**src/logic/esi_defs.svh**
```systemverilog
/*
 * Constants of the external memory strobe interface: address map bounds,
 * widths, reset values and strobe timing.
 * Assumes a 250 MHz system clock and 24-bit word addresses from the core.
 */
`ifndef ESI_DEFS_SVH
`define ESI_DEFS_SVH

`define ESI_ADDR_W 24
`define ESI_DATA_W 32
`define ESI_UNIT_W 26
`define ESI_FIFO_DEPTH 16

// primary strobe set: low block and the block above internal RAM
`define ESI_PRI_LO_END 24'h7FFFFF
`define ESI_PRI_HI_BASE 24'h880000
`define ESI_PRI_HI_END 24'h8FFFFF
// secondary strobe set runs to the top of the map
`define ESI_SEC_BASE 24'h900000
// I/O strobe range, 128K words
`define ESI_IO_BASE 24'h810000
`define ESI_IO_END 24'h82FFFF

`define ESI_PINS_IDLE 4'hF
`define ESI_ADDR_RST 24'h000000
`define ESI_DATA_RST 32'h00000000

`define ESI_CLK_PERIOD_NS 4
`define ESI_MEM_STROBE_NS 12
`define ESI_IO_STROBE_NS 40
`define ESI_SYNC_STAGES 2
`define ESI_MEM_STROBE_CYC ((`ESI_MEM_STROBE_NS + `ESI_CLK_PERIOD_NS - 1) / `ESI_CLK_PERIOD_NS)
`define ESI_IO_STROBE_CYC ((`ESI_IO_STROBE_NS + `ESI_CLK_PERIOD_NS - 1) / `ESI_CLK_PERIOD_NS)

`endif

```
**src/logic/esi_pkg.sv**
```systemverilog
/*
 * Types of the external memory strobe interface.
 * Assumes esi_defs.svh for all numeric constants.
 */
`include "esi_defs.svh"

package esi_pkg;

   typedef enum logic [1:0] {
      ESI_W8  = 2'b00,
      ESI_W16 = 2'b01,
      ESI_W32 = 2'b10
   } esi_width_e;

   typedef enum logic [1:0] {
      ESI_RG_NONE = 2'b00,
      ESI_RG_PRI  = 2'b01,
      ESI_RG_SEC  = 2'b10,
      ESI_RG_IO   = 2'b11
   } esi_region_e;

   typedef enum logic [1:0] {
      ESI_ST_IDLE   = 2'b00,
      ESI_ST_LOAD   = 2'b01,
      ESI_ST_STROBE = 2'b10,
      ESI_ST_RESP   = 2'b11
   } esi_state_e;

   typedef struct packed {
      logic [`ESI_ADDR_W-1:0] addr;
      logic write;
      logic fetch;
      logic [`ESI_DATA_W-1:0] wdata;
   } esi_req_s;

endpackage : esi_pkg

```
**src/logic/esi_stream_if.sv**
```systemverilog
/*
 * Valid/ready word stream between the request queue and the strobe engine.
 * Assumes both ends sit on the same clock.
 */
`timescale 1ns/1ns

interface esi_stream_if #(parameter int W = 8);
   logic valid;
   logic ready;
   logic [W-1:0] data;
   modport src (output valid, output data, input ready);
   modport snk (input valid, input data, output ready);
endinterface : esi_stream_if

```
**src/logic/esi_fifo.sv**
```systemverilog
/*
 * Request queue: WIDTH x DEPTH, valid/ready on both sides, registered full.
 * Assumes DEPTH is a power of two and one clock domain.
 */
`timescale 1ns/1ns

module esi_fifo #(
   parameter int WIDTH = 8,
   parameter int DEPTH = 16
) (
   input wire logic clk,
   input wire logic rst_n,
   esi_stream_if.snk in_s,
   esi_stream_if.src out_s
);
   localparam int AW = $clog2(DEPTH);

   logic [WIDTH-1:0] mem [DEPTH];
   logic [AW-1:0] wr_q;
   logic [AW-1:0] rd_q;
   logic [AW:0] cnt_q;
   logic avail_q;
   logic empty_q;

   wire push = in_s.valid && avail_q;
   wire pop = out_s.ready && !empty_q;
   wire [AW:0] cnt_d = cnt_q + (AW+1)'(push) - (AW+1)'(pop);

   // space and empty are flops so the top can drive ready straight out
   assign in_s.ready = avail_q;
   assign out_s.valid = !empty_q;
   assign out_s.data = mem[rd_q];

   always_ff @(posedge clk) begin
      if (push) begin
         mem[wr_q] <= in_s.data;
      end
   end

   always_ff @(posedge clk or negedge rst_n) begin
      if (!rst_n) begin
         wr_q <= '0;
         rd_q <= '0;
         cnt_q <= '0;
         avail_q <= 1'b1;
         empty_q <= 1'b1;
      end else begin
         wr_q <= wr_q + AW'(push);
         rd_q <= rd_q + AW'(pop);
         cnt_q <= cnt_d;
         avail_q <= (cnt_d != (AW+1)'(DEPTH));
         empty_q <= (cnt_d == '0);
      end
   end
endmodule : esi_fifo

```
**src/logic/esi_strobe_engine.sv**
```systemverilog
/*
 * External memory strobe interface: queues core/DMA requests, decodes the
 * address into one strobe group, splits or packs items for the physical
 * width and drives the strobe, address and data pins.
 * Assumes width/size inputs come from same-clock control logic; pins are
 * synchronised here.
 */
`timescale 1ns/1ns
`include "esi_defs.svh"

module esi_strobe_engine
   import esi_pkg::*;
(
   input wire logic CLK_SYS,
   input wire logic RST_N,
   input wire logic REQ_VALID,
   output logic REQ_READY,
   input wire logic [`ESI_ADDR_W-1:0] REQ_ADDR,
   input wire logic REQ_WRITE,
   input wire logic REQ_FETCH,
   input wire logic [`ESI_DATA_W-1:0] REQ_WDATA,
   output logic RSP_VALID,
   output logic [`ESI_DATA_W-1:0] RSP_RDATA,
   input wire logic [1:0] PRIMARY_WIDTH,
   input wire logic [1:0] PRIMARY_SIZE,
   input wire logic [1:0] SECONDARY_WIDTH,
   input wire logic [1:0] SECONDARY_SIZE,
   input wire logic PROGRAM_WIDTH_SELECT,
   output logic [`ESI_ADDR_W-1:0] MEM_ADDR,
   output logic [3:0] PRIMARY_STROBE_N,
   output logic [3:0] SECONDARY_STROBE_N,
   output logic IO_STROBE_N,
   output logic MEM_WRITE_N,
   input wire logic [`ESI_DATA_W-1:0] MEM_DATA_IN,
   output logic [`ESI_DATA_W-1:0] MEM_DATA_OUT,
   output logic MEM_DATA_OE
);

   localparam int REQ_W = $bits(esi_req_s);
   localparam logic [3:0] MEM_CNT = 4'(`ESI_MEM_STROBE_CYC + `ESI_SYNC_STAGES - 1);
   localparam logic [3:0] IO_CNT = 4'(`ESI_IO_STROBE_CYC + `ESI_SYNC_STAGES - 1);

   esi_stream_if #(.W(REQ_W)) in_s ();
   esi_stream_if #(.W(REQ_W)) q_s ();

   esi_fifo #(
      .WIDTH(REQ_W),
      .DEPTH(`ESI_FIFO_DEPTH)
   ) u_fifo (
      .clk(CLK_SYS),
      .rst_n(RST_N),
      .in_s(in_s),
      .out_s(q_s)
   );

   esi_req_s head;
   assign in_s.valid = REQ_VALID;
   assign in_s.data = {REQ_ADDR, REQ_WRITE, REQ_FETCH, REQ_WDATA};
   assign REQ_READY = in_s.ready;
   assign head = esi_req_s'(q_s.data);

   // pin synchronisers
   logic program_width_select_s1_q;
   logic program_width_select_s2_q;
   logic [`ESI_DATA_W-1:0] din_s1_q;
   logic [`ESI_DATA_W-1:0] din_s2_q;

   always_ff @(posedge CLK_SYS or negedge RST_N) begin
      if (!RST_N) begin
         program_width_select_s1_q <= 1'b0;
         program_width_select_s2_q <= 1'b0;
         din_s1_q <= `ESI_DATA_RST;
         din_s2_q <= `ESI_DATA_RST;
      end else begin
         program_width_select_s1_q <= PROGRAM_WIDTH_SELECT;
         program_width_select_s2_q <= program_width_select_s1_q;
         din_s1_q <= MEM_DATA_IN;
         din_s2_q <= din_s1_q;
      end
   end

   // transaction state
   esi_state_e state_q;
   esi_region_e region_q;
   logic [`ESI_ADDR_W-1:0] addr_q;
   logic write_q;
   logic [`ESI_DATA_W-1:0] wdata_q;
   logic [1:0] width_q;
   logic [1:0] size_q;
   logic [1:0] beat_q;
   logic [1:0] last_q;
   logic [3:0] cnt_q;
   logic [`ESI_DATA_W-1:0] acc_q;

   wire in_pri = (head.addr <= `ESI_PRI_LO_END) ||
                 ((head.addr >= `ESI_PRI_HI_BASE) && (head.addr <= `ESI_PRI_HI_END));
   wire in_sec = (head.addr >= `ESI_SEC_BASE);
   wire in_io = (head.addr >= `ESI_IO_BASE) && (head.addr <= `ESI_IO_END);
   // everything else stays internal, no strobe
   wire esi_region_e region_d = in_pri ? ESI_RG_PRI :
                                in_sec ? ESI_RG_SEC :
                                in_io ? ESI_RG_IO : ESI_RG_NONE;

   // set physical width; per area, sampled per transfer
   wire [1:0] cfg_w = (region_d == ESI_RG_PRI) ? PRIMARY_WIDTH : SECONDARY_WIDTH;
   wire [1:0] cfg_s = (region_d == ESI_RG_PRI) ? PRIMARY_SIZE : SECONDARY_SIZE;
   // unused code 2'b11 behaves as 32 bits
   wire [1:0] cfg_w_ok = (cfg_w == 2'b11) ? ESI_W32 : cfg_w;
   wire [1:0] cfg_s_ok = (cfg_s == 2'b11) ? ESI_W32 : cfg_s;
   // fetch width from the synchronised select pin
   wire [1:0] fetch_w = program_width_select_s2_q ? ESI_W16 : ESI_W32;
   // I/O strobe is always 32-bit data on 32-bit memory
   wire [1:0] width_d = (region_d == ESI_RG_IO) ? ESI_W32 :
                        head.fetch ? fetch_w : cfg_w_ok;
   // program words are 32 bits, split on 16-bit memory
   wire [1:0] size_d = ((region_d == ESI_RG_IO) || head.fetch) ? ESI_W32 : cfg_s_ok;
   // index of the last beat for items wider than memory
   wire [1:0] last_d = (size_d <= width_d) ? 2'd0 :
                       ((size_d - width_d) == 2'd1) ? 2'd1 : 2'd3;

   // per-beat geometry
   wire wide = (size_q > width_q);
   wire [1:0] up = size_q - width_q;
   wire [1:0] dn = width_q - size_q;
   // narrow items share a physical word, each its own address
   wire [`ESI_UNIT_W-1:0] unit_narrow = `ESI_UNIT_W'({2'b00, addr_q} >> dn);
   // wide items use consecutive external addresses, ascending
   wire [`ESI_UNIT_W-1:0] unit_wide = `ESI_UNIT_W'({2'b00, addr_q} << up) |
                                      `ESI_UNIT_W'(beat_q);
   wire [`ESI_UNIT_W-1:0] unit = wide ? unit_wide : unit_narrow;
   wire [1:0] eff_s = wide ? width_q : size_q;
   wire [1:0] low_mask = (dn == 2'd0) ? 2'b00 : (dn == 2'd1) ? 2'b01 : 2'b11;
   wire [1:0] off = wide ? 2'b00 : 2'((addr_q[1:0] & low_mask) << size_q);
   wire [3:0] item_mask = (eff_s == ESI_W8) ? 4'h1 : (eff_s == ESI_W16) ? 4'h3 : 4'hF;
   // only the lanes the item covers
   wire [3:0] lanes = 4'(item_mask << off);
   wire [5:0] part_sh = 6'({beat_q, 3'b000} << width_q);
   wire [4:0] off_sh = {off, 3'b000};
   wire [`ESI_DATA_W-1:0] beat_wdata = wide ? (wdata_q >> part_sh) : (wdata_q << off_sh);

   // dual pins follow the physical width
   // 8-bit: dual pins are address, enable one idle
   wire [3:0] pins_w8 = {unit[1], unit[0], 1'b1, ~lanes[0]};
   // 16-bit: lane-three pin is address, lane-two idle
   wire [3:0] pins_w16 = {unit[0], 1'b1, ~lanes[1], ~lanes[0]};
   wire [3:0] pins_w32 = ~lanes;
   wire [3:0] pins = (width_q == ESI_W8) ? pins_w8 :
                     (width_q == ESI_W16) ? pins_w16 : pins_w32;
   wire [`ESI_ADDR_W-1:0] addr_out = (width_q == ESI_W8) ? unit[25:2] :
                                     (width_q == ESI_W16) ? unit[24:1] : unit[23:0];

   // read data alignment
   wire [`ESI_DATA_W-1:0] w_mask = (width_q == ESI_W8) ? 32'h000000FF :
                                   (width_q == ESI_W16) ? 32'h0000FFFF : 32'hFFFFFFFF;
   wire [`ESI_DATA_W-1:0] s_mask = (size_q == ESI_W8) ? 32'h000000FF :
                                   (size_q == ESI_W16) ? 32'h0000FFFF : 32'hFFFFFFFF;
   // beats assembled into the word, first beat lowest
   wire [`ESI_DATA_W-1:0] acc_wide = acc_q | ((din_s2_q & w_mask) << part_sh);
   wire [`ESI_DATA_W-1:0] item_narrow = (din_s2_q >> off_sh) & s_mask;
   wire [`ESI_DATA_W-1:0] acc_d = wide ? acc_wide : item_narrow;

   wire strobe_done = (state_q == ESI_ST_STROBE) && (cnt_q == 4'h0);
   wire more_beats = (beat_q != last_q);
   assign q_s.ready = (state_q == ESI_ST_IDLE);

   // sequencing
   always_ff @(posedge CLK_SYS or negedge RST_N) begin
      if (!RST_N) begin
         state_q <= ESI_ST_IDLE;
         region_q <= ESI_RG_NONE;
         addr_q <= `ESI_ADDR_RST;
         write_q <= 1'b0;
         wdata_q <= `ESI_DATA_RST;
         width_q <= ESI_W32;
         size_q <= ESI_W32;
         beat_q <= 2'd0;
         last_q <= 2'd0;
         cnt_q <= 4'h0;
         acc_q <= `ESI_DATA_RST;
      end else begin
         case (state_q)
            ESI_ST_IDLE: begin
               if (q_s.valid) begin
                  region_q <= region_d;
                  addr_q <= head.addr;
                  write_q <= head.write;
                  wdata_q <= head.wdata;
                  width_q <= width_d;
                  size_q <= size_d;
                  last_q <= last_d;
                  beat_q <= 2'd0;
                  acc_q <= `ESI_DATA_RST;
                  // unmapped space answers at once with zero
                  state_q <= (region_d == ESI_RG_NONE) ? ESI_ST_RESP : ESI_ST_LOAD;
               end
            end
            ESI_ST_LOAD: begin
               cnt_q <= (region_q == ESI_RG_IO) ? IO_CNT : MEM_CNT;
               state_q <= ESI_ST_STROBE;
            end
            ESI_ST_STROBE: begin
               if (cnt_q != 4'h0) begin
                  cnt_q <= cnt_q - 4'h1;
               end else begin
                  if (!write_q) begin
                     acc_q <= acc_d;
                  end
                  if (more_beats) begin
                     beat_q <= beat_q + 2'd1;
                     state_q <= ESI_ST_LOAD;
                  end else begin
                     state_q <= ESI_ST_RESP;
                  end
               end
            end
            ESI_ST_RESP: begin
               state_q <= ESI_ST_IDLE;
            end
            default: begin
               state_q <= ESI_ST_IDLE;
            end
         endcase
      end
   end

   // pin drivers
   wire loading = (state_q == ESI_ST_LOAD);

   always_ff @(posedge CLK_SYS or negedge RST_N) begin
      if (!RST_N) begin
         MEM_ADDR <= `ESI_ADDR_RST;
         PRIMARY_STROBE_N <= `ESI_PINS_IDLE;
         SECONDARY_STROBE_N <= `ESI_PINS_IDLE;
         IO_STROBE_N <= 1'b1;
         MEM_WRITE_N <= 1'b1;
         MEM_DATA_OUT <= `ESI_DATA_RST;
         MEM_DATA_OE <= 1'b0;
      end else if (loading) begin
         MEM_ADDR <= addr_out;
         // only the addressed set is driven
         PRIMARY_STROBE_N <= (region_q == ESI_RG_PRI) ? pins : `ESI_PINS_IDLE;
         SECONDARY_STROBE_N <= (region_q == ESI_RG_SEC) ? pins : `ESI_PINS_IDLE;
         IO_STROBE_N <= (region_q != ESI_RG_IO);
         MEM_WRITE_N <= !write_q;
         MEM_DATA_OUT <= beat_wdata;
         MEM_DATA_OE <= write_q;
      end else if (strobe_done) begin
         // address stays put so slow parts see a stable hold
         PRIMARY_STROBE_N <= `ESI_PINS_IDLE;
         SECONDARY_STROBE_N <= `ESI_PINS_IDLE;
         IO_STROBE_N <= 1'b1;
         MEM_WRITE_N <= 1'b1;
         MEM_DATA_OE <= 1'b0;
      end
   end

   // answer
   always_ff @(posedge CLK_SYS or negedge RST_N) begin
      if (!RST_N) begin
         RSP_VALID <= 1'b0;
         RSP_RDATA <= `ESI_DATA_RST;
      end else begin
         RSP_VALID <= 1'b0;
         if (strobe_done && !more_beats) begin
            RSP_VALID <= 1'b1;
            RSP_RDATA <= write_q ? `ESI_DATA_RST : acc_d;
         end else if ((state_q == ESI_ST_IDLE) && q_s.valid && (region_d == ESI_RG_NONE)) begin
            RSP_VALID <= 1'b1;
            RSP_RDATA <= `ESI_DATA_RST;
         end
      end
   end

endmodule : esi_strobe_engine

```
**config.mk**
```make
export PLATFORM = sky130hd
export DESIGN_NAME = esi_strobe_engine
export DESIGN_NICKNAME = d
export VERILOG_FILES = /design/src/logic/esi_pkg.sv /design/src/logic/esi_stream_if.sv /design/src/logic/esi_fifo.sv /design/src/logic/esi_strobe_engine.sv
export VERILOG_INCLUDE_DIRS = /design/src /design/src/logic
export SDC_FILE = /design/constraint.sdc
export NUM_CORES = 1
export LEC_CHECK = 0
export ABC_CLOCK_PERIOD_IN_PS = 9100
export BUFFER_PORTS_ARGS = -buffer_cell sky130_fd_sc_hd__buf_2
export CAP_MARGIN = 20
export CORE_UTILIZATION = 60
export DETAILED_ROUTE_END_ITERATION = 8
export PLACE_DENSITY = 0.78
export RECOVER_POWER = 100
export SLEW_MARGIN = 20
export SYNTH_ARGS = -nofsm -noshare
export SYNTH_HDL_FRONTEND = slang
export SYNTH_HIERARCHICAL = 1
export SYNTH_SLANG_ARGS = --single-unit
```
**constraint.sdc**
```tcl
create_clock -name CLK_SYS -period 9.1 [get_ports CLK_SYS]
set_input_delay 0.455 -clock CLK_SYS [delete_from_list [all_inputs] [get_ports CLK_SYS]]
set_output_delay 0.455 -clock CLK_SYS [all_outputs]
set_load 0.03 [all_outputs]
```
==> out/metrics.yaml <==
status:
  status: "finished, violations left"
  violations: "max-capacitance violations, max-slew violations"
timing:
  finalCritPeriodShare: 0.790
  skew_ns: 0.0377
  setup_violations: 0
  tns_ns: 0
  timing.slew.headroom: -2.38
  hold_viol: 0
  grt_setup_unrepaired: "false"
  setup_slack_ns: 1.91
  worstMarginPinSlew_ns: 5.07
  max_freq_mhz: 139
  slew_viol_final: 1377
  period_minus_slack_ns: 7.19
yosys:
  postSynthAreaPerCell_um2: 15.8
  ys_top_cells_by_area: "edfxtp_1 55%, dfrtp_1 13%, mux4_2 6.3%"
  ys_ff_latch: 1214
  synthArstFlopShare: 0.236
  synth_edf_count: 928
  yosysWarnings: 6
  synth_ff_type: "edfxtp_1"
  synth_top_area_frac: 0.552
  mappedNetlistArea_mm2: 0.0504
  synth_top_area_cell: "edfxtp_1"
  synth-seq-area-share: 0.695
  syn-num-nets: 3309
  synth_cell_types: 77
  synth_cells: 3188
clock_network:
  root_buffer: "clkbuf_16"
  cts-resized-gates: 0
  cts_tree: "yes"
  postCtsSetupRepairBufs: 0
  cts_buffers: 116
  cts_buffer_depth: 3
  path_clk_slew_ns: 0.07
  cts.sinks: 1214
  htree_levels: 3
  worstSkewPairLatency_ns: 0.70
floorplanning:
  die_w_um: 292
  rows: 105
  ioPinCount: 203
  fp.dieH_um: 292
  core_mm2: 0.0826
  initial_core_util: 0.610
  die-area_mm2: 0.0852
finish:
  antenna_cells: 0
  fin_nets: 3518
  area_growth_pct: 11.0
  drive_above_1_share: 0.136
  nFillCells: 5401
  fin_util: 0.677
grt:
  gr-usage-all-layers: 0.296
  first_global_vias: 30600
  grt_max_degree: 115
  grt_overflow: 0
  grt_pass1_wl_mm: 189
  grt_antenna_before_repair: 4
placed_design:
  place.gp.congestion: 0.946
  dpl_worst_slack_ns: 3.47
  io_buffers: 202
  dpl.hpwl_mm: 73.0
drt:
  routed_wl_mm: 126
  wl_per_cell_um: 27.6
  post-route-drc-count: 0
  drt_iter0_markers: 3607
  final_antenna_net_count: 0
  via_per_inst: 6.69
  via_count: 30500
  first_pass_iters: 8
worst_setup_path:
  crit_chain: "inv_1 > ha_1 > xor2_1 > a211oi_1 > o21ai_0 > o221ai_1 > a31o_2 > o21ai_0"
  arrival_ns: 7.80
  cpMostUsedCell: "o21ai_0"
  r2r_slack_ns: 1.91
  critPathBufInv: 1
  slowest_stage: "xor2_1"
  crit_required_ns: 9.70
  crit_type: "flop to flop"
  critPathLaunchType: "flop"
  cp-end-kind: "flop"
  crit_family: "compound AO/OA/AOI/OAI gates"
  worst_path_largest_cell_delay_ns: 2.12
  worstPathMaxFanout: 28
worst_hold_path:
  hp-class: "input pin to flop"
power_and_ir_drop:
  ir_worst_vdd_mv: 0.348
  totalPowerFinal_mw: 21.1
  power.density_mw_per_mm2: 377
  p_leak_nw: 20.2
job:
  maxCapViolations: 39
through the flow:
step | hold WS, ns | instances | cell area, um2
6_report | 0.226 | 4565 | 56000
5_1_grt | 0.237 | 4565 | 56000
4_1_cts | 0.0869 | 4563 | 56400
3_5_place_dp | 0.336 | 4313 | 52300
3_3_place_gp | 0.332 | 4313 | 52300
2_1_floorplan | 0.159 | 3188 | 50400
cells in the final DEF, fill, tap and decap left out, drive strengths merged, types with 5 or more instances in the layout:
cell type / n
a31oi: 12
nor3b: 5
ha: 16
mux2: 34
xor2: 8
o21ai: 188
buf: 69
bufinv: 13
mux2i: 294
edfxtp: 928
o21a: 10
a32o: 7
nand2b: 17
clkinv: 42
a22o: 49
nand3: 24
dfrtp: 272
and2: 5
nor2: 59
nand2: 406
a221oi: 140
a31o: 6
a211oi: 14
dfstp: 14
dlygate4sd3: 34
a21oi: 93
o221ai: 15
nor2b: 35
clkbuf: 343
a22oi: 66
mux4: 142
inv: 31
nor3: 18
and3: 10
xnor2: 9
a211o: 7
o22a: 10
flip-flops by register name, indices dropped and copies added (netlist names), 4 cells and up:
signal	cells
MEM_ADDR	24
MEM_DATA_OUT	32
PRIMARY_STROBE_N	4
RSP_RDATA	32
SECONDARY_STROBE_N	4
acc_q	32
addr_q	24
cnt_q	4
din_s1_q	32
din_s2_q	32
u_fifo/cnt_q	5
u_fifo/mem	928
u_fifo/rd_q	4
u_fifo/wr_q	4
wdata_q	32
repair_timing:
action,CTS,global route
hold endpoints to repair,133,0
endpoints found under the setup margin,0,0
hold buffers,34,0
cell families after synthesis:
group           count (synthesis)  share of synthesized area
fa+ha+maj                      19                    0.00516
buf+inv                       229                     0.0241
flops                        1214                      0.695
compound gates                646                     0.0928
xor+xnor                       17                    0.00370
mux                           470                      0.129
simple gates                  593                     0.0502
routing by layer:
layer  vias up  global-route usage  share of wire  wire length (um)
met5         -                   0        0.00037                46
met4         6               0.109          0.037              4620
met3       333              0.0522           0.10             12700
met2      1782               0.475           0.48             60200
met1     15500               0.410           0.38             48400
li1      12900                   -              -                 -
final cells by class:
| class | instances | area [um2] | share of cell area |
|---|---|---|---|
| flip-flops and latches | 1214 | 35000 | 0.626 |
| multi-input cells | 1745 | 14200 | 0.253 |
| inverters | 26 | 97.6 | 0.00174 |
| clock inverters | 64 | 698 | 0.0125 |
| well taps | 1070 | 1340 | 0.0239 |
| clock buffers | 152 | 3140 | 0.0561 |
| repair buffers | 294 | 1510 | 0.0270 |
worst reg2reg max path, stage by stage, from the launching register on:
cell      delay [ns]
dfstp_1         1.20
inv_1           0.48
ha_1            0.74
xor2_1          2.12
a211oi_1        0.51
o21ai_0         1.36
o221ai_1        0.24
a31o_2          0.29
o21ai_0         0.19
power breakdown:
| part | total (mW) | switching, mW | internal [mW] |
|---|---|---|---|
| clock | 4.83 | 2.03 | 2.80 |
| sequential | 7.76 | 0.811 | 6.95 |
| combinational | 8.52 | 5.35 | 3.18 |
final timing paths:
path | from | to | cells after the start
worst max-delay path | width_q[1]$_DFFE_PN1P_ | RSP_RDATA[2]$_DFFE_PN0P_ | 8
worst min-delay path | REQ_ADDR[9] | u_fifo/mem[14][43]$_DFFE_PP_ | 1
worst max register to register | width_q[1]$_DFFE_PN1P_ | RSP_RDATA[2]$_DFFE_PN0P_ | 8
worst min register to register | din_s1_q[3]$_DFF_PN0_ | din_s2_q[3]$_DFF_PN0_ | 0
max in group asynchronous | RST_N | din_s1_q[5]$_DFF_PN0_ | 4
min in group asynchronous | RST_N | u_fifo/rd_q[0]$_DFF_PN0_ | 2
synthesized netlist by cell type, types with 8 or more instances:
cell      count
clkbuf_1     87
dfrtp_1     272
nor2_1       55
nand2b_1     17
nand2_1     406
buf_2        51
o22a_1       10
dfstp_2      14
xnor2_1       8
nor3_1       17
nand3_1      24
a22oi_1      66
buf_1         9
a221oi_1    113
a31oi_1      12
inv_1        25
mux2_2       34
buf_4        32
and3_1       10
mux4_2      142
a22o_1       49
o21ai_0     162
o221ai_1     15
a221oi_2     27
o21ai_1      23
ha_1         16
o21a_1       10
edfxtp_1    928
mux2i_1     294
a21oi_1      93
nor2b_1      35
a211oi_1     12
buf_6        23
Power figures use the tool's default switching activity.
